## src/verilog/secg_pkg.sv

```systemverilog
// Constants shared by the external serial clock generator
package secg_pkg;
	// Serialization factor and lock timing
	localparam int SerFactor = 10;
	localparam int SerFactorWidth = 8;
	localparam int LockWaitNs = 1000;
	localparam int ClkPeriodNs = 40;
	localparam int LockWaitCycles = (LockWaitNs + ClkPeriodNs - 1) / ClkPeriodNs;
	localparam int LockCntWidth = 16;
	// Phase of the bit clock against the reference, in bit clock half periods
	localparam logic [0:0] BitClkPhaseInv = 1'h1;
	// Load pulse sits this many bits before the end of the word
	localparam int LoadLead = 2;
	// Generator states
	typedef enum logic [1:0] {SecgIdle, SecgWait, SecgLocked} secg_state_t;
endpackage

```

## src/verilog/secg_clock_gen.sv

```systemverilog
// External clock generator for a serializer/deserializer pair
`timescale 1ns/1ps
module secg_clock_gen
	import secg_pkg::*;
#(
	parameter int Factor = SerFactor,
	parameter int LockWait = LockWaitCycles
)
(
	// Clock and reset
	input wire logic clk,
	input wire logic rst_n,
	// Asynchronous enable from outside
	input wire logic genEnable,
	// Clocks and strobes to the channels
	output logic bit_clock_out,
	output logic word_load_pulse_out,
	output logic word_clock_out,
	// Lock status and receiver reset
	output logic lockOut,
	output logic rxGenReset
);
	////////////////////////////////////////////////////////////////
	// Enable synchronisation
	logic enSync;
	secg_sync2 uSync
	(
		.clk(clk),
		.rst_n(rst_n),
		.asyncIn(genEnable),
		.syncOut(enSync)
	);

	////////////////////////////////////////////////////////////////
	// Lock sequencing
	secg_state_t state_q;
	secg_state_t state_d;
	logic [LockCntWidth-1:0] wait_q;
	logic [LockCntWidth-1:0] wait_d;
	localparam logic [LockCntWidth-1:0] WaitLast =
		LockCntWidth'(LockWait - 1);
	wire waitDone = (wait_q == WaitLast);
	wire locked = (state_q == SecgLocked);

	// Next state: idle, settle, then locked until disabled
	always_comb
	begin
		state_d = state_q;
		wait_d = '0;
		case (state_q)
			SecgIdle:
				if (enSync)
					state_d = SecgWait;
			SecgWait:
			begin
				wait_d = wait_q + LockCntWidth'(1);
				if (!enSync)
					state_d = SecgIdle;
				else if (waitDone)
					state_d = SecgLocked;
			end
			SecgLocked:
				if (!enSync)
					state_d = SecgIdle;
			default:
				state_d = SecgIdle;
		endcase
	end

	// State registers
	always_ff @(posedge clk or negedge rst_n)
	begin
		if (!rst_n)
		begin
			state_q <= SecgIdle;
			wait_q <= '0;
		end
		else
		begin
			state_q <= state_d;
			wait_q <= wait_d;
		end
	end

	////////////////////////////////////////////////////////////////
	// Bit position within a word
	logic [SerFactorWidth-1:0] bitPos;
	// Counter restarts clean
	// Counting only while locked puts position zero on the first locked
	// cycle, so the first word clock after lock is a full-width pulse
	// instead of a runt left over from the settle time
	secg_word_counter #(.Factor(Factor)) uCount
	(
		.clk(clk),
		.rst_n(rst_n),
		.run(locked),
		.bitPos(bitPos)
	);

	////////////////////////////////////////////////////////////////
	// Derived waveforms, one clk period stands for one bit here
	localparam logic [SerFactorWidth-1:0] LoadPos =
		SerFactorWidth'(Factor - LoadLead);
	localparam logic [SerFactorWidth-1:0] HalfPos =
		SerFactorWidth'(Factor / 2);
	wire loadNext = locked && (bitPos == LoadPos);
	wire wordNext = locked && (bitPos < HalfPos);

	// Bit toggles every cycle while locked; a preset to the inverted level
	// while unlocked gives the half period shift against the reference grid
	logic bit_q;
	always_ff @(posedge clk or negedge rst_n)
	begin
		if (!rst_n)
			bit_q <= 1'h0;
		else if (!locked)
			bit_q <= BitClkPhaseInv;
		else
			bit_q <= ~bit_q;
	end

	// Outputs straight from flip-flops
	always_ff @(posedge clk or negedge rst_n)
	begin
		if (!rst_n)
		begin
			bit_clock_out <= 1'h0;
			word_load_pulse_out <= 1'h0;
			word_clock_out <= 1'h0;
			lockOut <= 1'h0;
			rxGenReset <= 1'h1;
		end
		else
		begin
			bit_clock_out <= locked & bit_q;
			word_load_pulse_out <= loadNext;
			word_clock_out <= wordNext;
			lockOut <= locked;
			rxGenReset <= ~locked;
		end
	end
	// All channel clocks come from here
endmodule

```

## src/verilog/secg_sync2.sv

```systemverilog
// Two-stage synchroniser for one asynchronous level
`timescale 1ns/1ps
module secg_sync2
(
	// Clock and reset
	input wire logic clk,
	input wire logic rst_n,
	// Level in and out
	input wire logic asyncIn,
	output logic syncOut
);
	// First stage, read only by the second
	logic meta_q;
	always_ff @(posedge clk or negedge rst_n)
	begin
		if (!rst_n)
		begin
			meta_q <= 1'h0;
			syncOut <= 1'h0;
		end
		else
		begin
			meta_q <= asyncIn;
			syncOut <= meta_q;
		end
	end
endmodule

```

## src/verilog/secg_word_counter.sv

```systemverilog
// Bit position counter, wraps once per parallel word
`timescale 1ns/1ps
module secg_word_counter
	import secg_pkg::*;
#(
	parameter int Factor = SerFactor
)
(
	// Clock and reset
	input wire logic clk,
	input wire logic rst_n,
	// Count enable and position
	input wire logic run,
	output logic [SerFactorWidth-1:0] bitPos
);
	localparam logic [SerFactorWidth-1:0] LastPos =
		SerFactorWidth'(Factor - 1);
	// Held at zero while stopped so phase restarts identically on lock
	always_ff @(posedge clk or negedge rst_n)
	begin
		if (!rst_n)
			bitPos <= '0;
		else if (!run || bitPos == LastPos)
			bitPos <= '0;
		else
			bitPos <= bitPos + SerFactorWidth'(1);
	end
endmodule
```

## config.mk

```make
export PLATFORM = sky130hd
export DESIGN_NAME = secg_clock_gen
export DESIGN_NICKNAME = d
export VERILOG_FILES = /design/src/verilog/secg_pkg.sv /design/src/verilog/secg_clock_gen.sv /design/src/verilog/secg_sync2.sv /design/src/verilog/secg_word_counter.sv
export SDC_FILE = /design/constraint.sdc
export NUM_CORES = 1
export LEC_CHECK = 0
export BUFFER_PORTS_ARGS = -buffer_cell sky130_fd_sc_hd__buf_2
export CORE_MARGIN = 2
export CORE_UTILIZATION = 59
export DETAILED_ROUTE_END_ITERATION = 10
export PLACE_DENSITY = 0.77
export SKIP_CTS_REPAIR_TIMING = 1
export SLEW_MARGIN = 20
export SYNTH_ARGS = -nofsm -noshare
export SYNTH_HDL_FRONTEND = slang
export SYNTH_SLANG_ARGS = --single-unit
```

## constraint.sdc

```tcl
create_clock -name clk -period 1.85 [get_ports clk]
set_clock_uncertainty 0.05 [all_clocks]
set_input_delay 0.2775 -clock clk [delete_from_list [all_inputs] [get_ports clk]]
set_output_delay 0.2775 -clock clk [all_outputs]
set_load 0.02 [all_outputs]
```

* Word-level counts from Yosys, hierarchy flattened
Index checks and enable logic that the tools add are counted.
** Word-level totals
- Bits in read-only memories :: 0
- Logic and storage cells :: 39
- Bits in latches :: 0
- Memories kept :: 0
- Bits in writable memories :: 0
- Register bits after elaboration :: 34
** Operators by class
- Add/subtract/negate cells :: 2
- Order comparisons :: 1
- Shift operators :: 0
- Multipliers :: 0
- Muxes and demuxes :: 8
- Bitwise logic cells :: 3
- Reductions and logical operators :: 6
- Eq/ne operators :: 8
- Div/mod/pow operators :: 0
** Operators with widths (count)
- adder 16 x 1 -> 16 bit, second input constant :: 1
- equality test 16 x 5 -> 1 bit, second input constant :: 1
- equality test 8 x 4 -> 1 bit, second input constant :: 2
- two-way mux 16 bit :: 1
- adder 8 x 1 -> 8 bit, second input constant :: 1
- less-than comparator 8 x 3 -> 1 bit, second input constant :: 1
- two-way mux 2 bit :: 4
- two-way mux 8 bit :: 1
- case mux 2 bit (3 select lines) :: 1
- != test 3 bit, second input constant :: 1
- AND reduction 3 bit :: 1
- equality test 2 x 1 -> 1 bit, second input constant :: 1
- equality test 2 bit, second input constant :: 1
- logical AND 1 bit :: 2
- logical NOT 2 bit :: 1
- != test 2 x 1 -> 1 bit, second input constant :: 1
- != test 2 bit, second input constant :: 1
- inverter 1 bit :: 2
- AND 1 bit :: 1
- logical NOT 1 bit :: 1
- logical OR 1 bit :: 1
- two-way mux 1 bit :: 1

* Longest topological paths before layout
Gate-level depths: netlist (run 1).
- Depth in word-level cells :: 4
- Mapped depth :: 5
- Gate-level depth less buffers :: 5

* Hierarchy
From an unflattened synthesis (run 1), not the netlist that was laid out.
** Unflattened totals
- Cell total of the unflattened synthesis :: 150
- Area total of the unflattened synthesis :: 1614.0 sq um
** Modules (own cells, without submodules)
- secg_clock_gen :: cells each 111, instances 1, area an instance 1156.1 sq um
- secg_word_counter :: cells each 37, instances 1, area an instance 407.9 sq um
- secg_sync2 :: cells each 2, instances 1, area an instance 50.0 sq um

* Worst setup path before layout (run 1)
No wires, ideal clock.
- Path kind :: reg2reg
- From :: reg uCount.bitPos[4]
- To :: reg uCount.bitPos[5]
- Setup time :: 0.142 ns
- Stages on the path, launching flop included :: 4
- Arrival time :: 1.338 ns
- Slack :: 0.320 ns
- Data required time :: 1.658 ns
- Buffers on the path :: 0
- Cells stage by stage :: dfrtp_1 -> or4_4 -> o41ai_4 -> a21oi_1
** On the way
- Longest elaborated chain between the ends :: 3
- Elaborated cells between the ends (all ways) :: 4
- Classes of those cells :: add/sub: 1; eq/ne: 1; mux: 1; reduce/logical: 1
** RTL lines
- start: declaration :: RTL line secg_word_counter.sv:14 : output logic [SerFactorWidth-1:0] bitPos
- start signal: assignment :: RTL line secg_word_counter.sv:26 : bitPos <= bitPos + SerFactorWidth'(1);
- branches (longest 2 deep; another with adder 8 x 1 -> 8 bit)
- two-way mux 8 bit * :: RTL line secg_word_counter.sv:23 : else if (!run || bitPos == LastPos)
Every way passes the cells marked *.
A chain may end at the register's enable or synchronous reset.

* Worst setup path after layout (run 1)
- From :: reg uCount.bitPos[6]
- To :: reg uCount.bitPos[0]
** On the way
- Longest elaborated chain between the ends :: 3
** RTL lines (RTL line)
- equality test 8 x 4 -> 1 bit :: secg_word_counter.sv:23
- logical OR 1 bit :: secg_word_counter.sv:23
- two-way mux 8 bit :: secg_word_counter.sv:23
No other way between the ends.

==> reports/metrics.cfg, run 1 <==
[worst_setup_path]
crit_fanout=6
r2r_end=uCount.bitPos[0]
slowest_stage=or4_4
crit_required_ns=2.01
path_class=register to register
cp-start-kind=register
reg2reg_setup_slack_ns=0.17
slowest_delay_ns=0.59
worstPathCellList=or4_4 > o41ai_4 > nor2_1
worstPathArrival_ns=1.84
cp-end-kind=register
worstReg2RegStart=uCount.bitPos[6]
worstRegToRegCells=3

[hold_path]
min_to=uSync.syncOut
min_from=uSync.meta_q
hold_class=register to register
hold_depth=0

[clock_tree]
cts_max_path_buffers=2
clk_pin_slew_ns=0.10
clock_sinks=34
numCtsBuffers=5
cts_root_buffer=clkbuf_4
htreeDepth=2
clk_latency_ns=0.34
cts_tree=built

[synth]
synth_area_per_cell_sq_um=10.6
async_flop_share_pct=100
synth_common_cells=33 x dfrtp_1, 14 x inv_1, 10 x a21oi_1, 10 x nand2_1
synth_edf_count=0
yosysSeqAreaShare_pct=50.8
synth_most_common_cell=dfrtp_1
yosysTopAreaCell=dfrtp_1
synth.net_count=167
yosys_warnings=0
ys_top_cells_by_area=dfrtp_1 49%, ha_1 4.5%, inv_1 3.1%, a21oi_1 3.0%, mux2i_1 2.4%
synth-seq-cells=34
synth_flop_cell=dfrtp_1
ys_types=40
synth.top_cell.area_share_pct=49.2
syn_area_sq_um=1680
synthCells=158

[floorplanning]
coreArea_sq_um=2730
initial_utilization_pct=61.4
ios=8
fp.dieH_microns=57.3
die_w_microns=57.3
die_area_sq_um=3290
num_rows=19

[detailed_routing]
final_antenna_net_count=0
vias=1186
dr.pass1.iters=4
drc=0
vias_per_cell=5.84
wire_per_inst_microns=14.5
drt_wl_total_microns=2940
initialDrtViolationCount=58

[sta]
drv_slew=0
max-slew-margin-rel_pct=50.8
fin_crit_ns=1.68
setup_ws_ns=0.174
finalSetupViolCount=0
finalCritPeriodShare_pct=90.6
worst_pin_slew_ns=0.738
hold_viol=0
rsz0062_at_grt=false
fmax_ghz=0.597
tns_ns=0
holdWs_ns=0.320

[finish]
final_nets=180
drive_above_1_share_pct=15.7
n_fill_cell=224
ff_latch_area_sq_um=852
syn2layout_area_growth_pct=9.69
final_util_pct=67.3
multiInputGateArea_sq_um=756
n_antenna_cell=0

[place]
gp_congestion=0.736
place_ws_ns=0.188
dp_hpwl_microns=2020
io_buffers=7

[power_and_ir_drop]
p_int_mw=1.03
combPwrFrac_pct=3.5
vdd_drop_max_mv=0.679
leakage_nw=0.770
power_per_cell_area_nw_per_um2=713
seq_power_share_pct=58.0
p_sw_share_pct=21.8
switchingPower_mw=0.286
clkPwrFrac_pct=38.5

[grt]
antenna_found_initial=0
grt_pass1_wl_microns=5100
grt_max_degree=35
grt_overflow_total=0
grt_pass1_vias=1114
grt_util_all_layers_pct=20.7

[run_status]
status=finished clean

[run]
cap_violations=0

stage by stage:
stage               area (sq um)  std cells  power, mW
floorplan                   1680        158      0.797
global placement            1740        193      0.818
detailed placement          1740        193      0.819
CTS                         1820        201       1.32
global route                1840        203       1.36
finish                      1840        203       1.31
registers in the layout, summed over array words and instances (netlist names):
register             count
bit_clock_out            1
bit_q                    1
lockOut                  1
rxGenReset               1
state_q                  2
uCount.bitPos            8
uSync.meta_q             1
uSync.syncOut            1
wait_q                  16
word_clock_out           1
word_load_pulse_out      1
final cells by class:
cell class / count / share of cell area (%)
Clock buffer: 8 / 4.28
Inverter: 14 / 2.86
Multi-Input combinational cell: 106 / 41.1
Sequential cell: 34 / 46.3
Tap cell: 31 / 2.11
Timing Repair Buffer: 10 / 3.40
layer usage:
layer / GRT usage, % / routed length, microns / up-vias
met5: 0 / 0 / -
met4: 6.98 / 34 / 0
met3: 7.48 / 137 / 4
met2: 29.7 / 1360 / 27
met1: 29.3 / 1410 / 573
li1: - / - / 582
worst max path at each step:
stage / from / end / slack [ns] / cells after the start
5_1_grt: uCount.bitPos[4] / uCount.bitPos[0] / 0.1 / 3
3_3_place_gp: uCount.bitPos[4] / uCount.bitPos[7] / 0.25 / 3
2_1_floorplan: uCount.bitPos[4] / uCount.bitPos[5] / 0.32 / 3
4_1_cts: uCount.bitPos[6] / uCount.bitPos[0] / 0.17 / 3
6_report: uCount.bitPos[6] / uCount.bitPos[0] / 0.17 / 3
3_5_place_dp: uCount.bitPos[6] / uCount.bitPos[0] / 0.19 / 3
cell families (layout without fill, tap and decap cells):
kind of cell               after synthesis  in the layout  share of synthesized area, %
adders and majority gates                6              6                          4.47
DFF                                     34             34                          50.8
AOI/OAI and AO/OA                       28             28                          11.7
buffers and inverters                   18             32                          4.18
xor gates and xnor gates                 5              5                          2.61
muxes                                    4              4                          2.39
and+or+nand+nor                         63             63                          23.9
worst max-delay path, delay by kind of cell (launching register included):
family             cells  cell delay [ns]
AOI/OAI and AO/OA      1             0.41
and+or+nand+nor        2             0.68
DFF                    1             0.42
layout by cell type (no fill, tap or decap), drive strengths merged, types with 2 or more instances in the layout:
cell type,n
ha,6
clkbuf,8
nand4,4
dfrtp,33
nand2,11
xor2,2
o31ai,4
o21a,2
and2,2
or3,5
a21oi,10
nor4b,2
nor2b,2
xnor2,3
nor4,5
or4,5
mux2i,4
o21ai,7
nand2b,5
buf,8
dlygate4sd3,2
nand3,8
nor2,8
inv,14
nor3,2
power groups by stage:
stage / logic, mW / registers [mW] / clock network [mW]
2_1_floorplan: 0.0236 / 0.774 / 0
3_3_place_gp: 0.0426 / 0.775 / 0
3_5_place_dp: 0.0439 / 0.775 / 0
4_1_cts: 0.0441 / 0.761 / 0.519
5_1_grt: 0.0530 / 0.763 / 0.545
6_report: 0.0461 / 0.761 / 0.506
Power figures use the tool's default switching activity.
==> inputs of run 2 (changes only) <==
--- a/config.mk
+++ b/config.mk
@@ -5,6 +5,7 @@
 export SDC_FILE = /design/constraint.sdc
 export NUM_CORES = 1
 export LEC_CHECK = 0
+export ABC_AREA = 1
 export BUFFER_PORTS_ARGS = -buffer_cell sky130_fd_sc_hd__buf_2
 export CORE_MARGIN = 2
 export CORE_UTILIZATION = 59
==> reports/metrics.cfg, run 2 <==
[run_status]
status=finished clean  ; unchanged

[finish]
drive_above_1_share_pct=12.6  ; was 15.7%
n_fill_cell=238  ; was 224
final_cell_mix=38 x nor2_1, 36 x nand2_1, 33 x dfrtp_1  ; was 33 x dfrtp_1, 14 x inv_1, 10 x a21oi_1, 10 x nand2_1
syn2layout_area_growth_pct=8.84  ; was 9.69%
multiInputGateArea_sq_um=708  ; was 756 sq um
n_antenna_cell=0  ; unchanged
final_util_pct=67.0  ; was 67.3%
largest_reg_flops=16  ; unchanged
reg.largest.list=wait_q x16, uCount.bitPos x8, state_q x2  ; unchanged
ff_latch_area_sq_um=852  ; unchanged
largest_register=wait_q  ; unchanged
final_common_cell=nor2_1  ; was dfrtp_1
final_nets=230  ; was 180

[synth]
synth.top_cell.area_share_pct=49.0  ; was 49.2%
ys_types=23  ; was 40
synth_area_per_cell_sq_um=8.22  ; was 10.6 sq um
synthMuxAreaShare_pct=0  ; was 2.39%
synth_most_common_cell=nor2_1  ; was dfrtp_1
synth-simple-area-share_pct=29.3  ; was 23.9%
yosys_warnings=0  ; unchanged
synth_compound_gate_area_share_pct=6.69  ; was 11.7%
yosysSeqAreaShare_pct=50.6  ; was 50.8%
synth_flop_cell=dfrtp_1  ; unchanged
synthXorXnorAreaFrac_pct=1.56  ; was 2.61%
synth_top_family_by_area=simple AND/OR/NAND/NOR gates  ; unchanged
async_flop_share_pct=100  ; unchanged
synth-seq-cells=34  ; unchanged
synth_common_cells=38 x nor2_1, 36 x nand2_1, 33 x dfrtp_1  ; was 33 x dfrtp_1, 14 x inv_1, 10 x a21oi_1, 10 x nand2_1
synth.net_count=214  ; was 167
synthAdderAreaFrac_pct=4.46  ; was 4.47%
ys_top_cells_by_area=dfrtp_1 49%, nor2_1 8.5%, nand2_1 8.0%, inv_1 6.9%, ha_1 4.5%  ; was dfrtp_1 49%, ha_1 4.5%, inv_1 3.1%, a21oi_1 3.0%, mux2i_1 2.4%
synth_edf_count=0  ; unchanged
syn_area_sq_um=1680  ; about the same
yosysTopAreaCell=dfrtp_1  ; unchanged
synthCells=205  ; was 158

[worst_setup_path]
r2r_end=wait_q[8]  ; was uCount.bitPos[0]
cp-end-kind=register  ; unchanged
crit_required_ns=2.03  ; was 2.01 ns
worstPathArrival_ns=1.66  ; was 1.84 ns
cp-start-kind=register  ; unchanged
worstRegToRegCells=6  ; was 3
path_class=register to register  ; unchanged
worstReg2RegStart=wait_q[1]  ; was uCount.bitPos[6]
crit_fanout=4  ; was 6
reg2reg_setup_slack_ns=0.37  ; was 0.17 ns

[hold_path]
hold_class=register to register  ; unchanged
min_from=uSync.meta_q  ; unchanged
hold_depth=0  ; unchanged
min_to=uSync.syncOut  ; unchanged

[clock_tree]
cts_root_buffer=clkbuf_4  ; unchanged
clk_latency_ns=0.33  ; was 0.34 ns
cts_tree=built  ; unchanged
clk_pin_slew_ns=0.10  ; about the same
clock_sinks=34  ; unchanged
htreeDepth=2  ; unchanged
cts_max_path_buffers=2  ; unchanged
numCtsBuffers=5  ; unchanged

[detailed_routing]
initialDrtViolationCount=54  ; was 58
final_antenna_net_count=0  ; unchanged
wire_per_inst_microns=12.6  ; was 14.5 microns
drc=0  ; unchanged
vias=1322  ; was 1186
drt_wl_total_microns=3200  ; was 2940 microns
vias_per_cell=5.23  ; was 5.84
dr.pass1.iters=4  ; unchanged

[place]
gp_congestion=0.844  ; was 0.736
io_buffers=7  ; unchanged
dp_hpwl_microns=2420  ; was 2020 microns

[run]
cap_violations=0  ; unchanged

[floorplanning]
num_rows=19  ; unchanged
coreArea_sq_um=2730  ; unchanged
die_area_sq_um=3300  ; was 3290 sq um
initial_utilization_pct=61.6  ; was 61.4%
fp.dieH_microns=57.4  ; was 57.3 microns
die_w_microns=57.4  ; was 57.3 microns
ios=8  ; unchanged

[sta]
holdWs_ns=0.313  ; was 0.320 ns
rsz0062_at_grt=false  ; unchanged
fin_crit_ns=1.48  ; was 1.68 ns
finalSetupViolCount=0  ; unchanged
max-slew-margin-rel_pct=51.1  ; was 50.8%
hold_viol=0  ; unchanged
fmax_ghz=0.676  ; was 0.597 GHz
tns_ns=0  ; unchanged
drv_slew=0  ; unchanged
worst_pin_slew_ns=0.734  ; was 0.738 ns
finalCritPeriodShare_pct=80.0  ; was 90.6%

[power_and_ir_drop]
vdd_drop_max_mv=0.648  ; was 0.679 mV
leakage_nw=0.876  ; was 0.770 nW
power_per_cell_area_nw_per_um2=658  ; was 713 nW/um^2

[grt]
grt_pass1_vias=1360  ; was 1114
grt_pass1_wl_microns=5900  ; was 5100 microns
grt_overflow_total=0  ; unchanged
grt_max_degree=35  ; unchanged
grt_util_all_layers_pct=23.6  ; was 20.7%
antenna_found_initial=0  ; unchanged

==> run 2: worst max path at each step <==
stage,to,cells after the start,startpoint
6_report,wait_q[8],6,wait_q[1]
5_1_grt,uCount.bitPos[2],5,uCount.bitPos[1]
4_1_cts,wait_q[8],6,wait_q[1]
3_5_place_dp,wait_q[8],6,wait_q[1]
3_3_place_gp,wait_q[8],6,wait_q[1]
2_1_floorplan,wait_q[8],6,wait_q[1]
==> run 2: logic make-up after synthesis <==
group,count (synthesis)
adder cells (fa/ha/maj),6
AND/OR/NAND/NOR,108
XOR/XNOR,3
flip-flops,34
buffers and inverters,33
AO/OA/AOI/OAI,21
==> run 2: layout make-up <==
type	instances	share of cell area, %
Clock buffer	6	2.25
Clock inverter	2	0.751
Inverter	33	6.76
Multi-Input combinational cell	138	38.6
Sequential cell	34	46.5
Tap cell	31	2.12
Timing Repair Buffer	9	3.00
==> run 2: critical path, stage by stage (launching register included) <==
cell and delay, ns:
dfrtp_1 0.43, ha_1 0.23, nand2_2 0.10, nor3b_1 0.35, nand2_1 0.10, nand2_1 0.08
nor2_1 0.04
==> run 2: power breakdown <==
| group | total, mW | internal (mW) | switching [mW] |
|---|---|---|---|
| sequential | 0.760 | 0.751 | 0.00842 |
| combinational | 0.0494 | 0.0149 | 0.0346 |
| clock | 0.397 | 0.149 | 0.248 |
==> run 2: routing by layer <==
| metal | global-route usage, % | up-vias | share of wire (%) |
|---|---|---|---|
| met5 | 0 | - | 0 |
| met4 | 9.30 | 0 | 2.3 |
| met3 | 6.12 | 8 | 4.1 |
| met2 | 39.9 | 23 | 51 |
| met1 | 28.9 | 616 | 43 |
| li1 | - | 675 | - |
==> run 2: through the flow <==
step                      instances  total power [mW]  worst slack, ns  instance area, sq um
final                           253              1.21            0.371                  1830
after global routing            253              1.26            0.333                  1830
after CTS                       251              1.21            0.420                  1810
after detailed placement        243             0.822            0.456                  1760
after global placement          243             0.818            0.474                  1760
after floorplan                 205             0.797            0.630                  1680
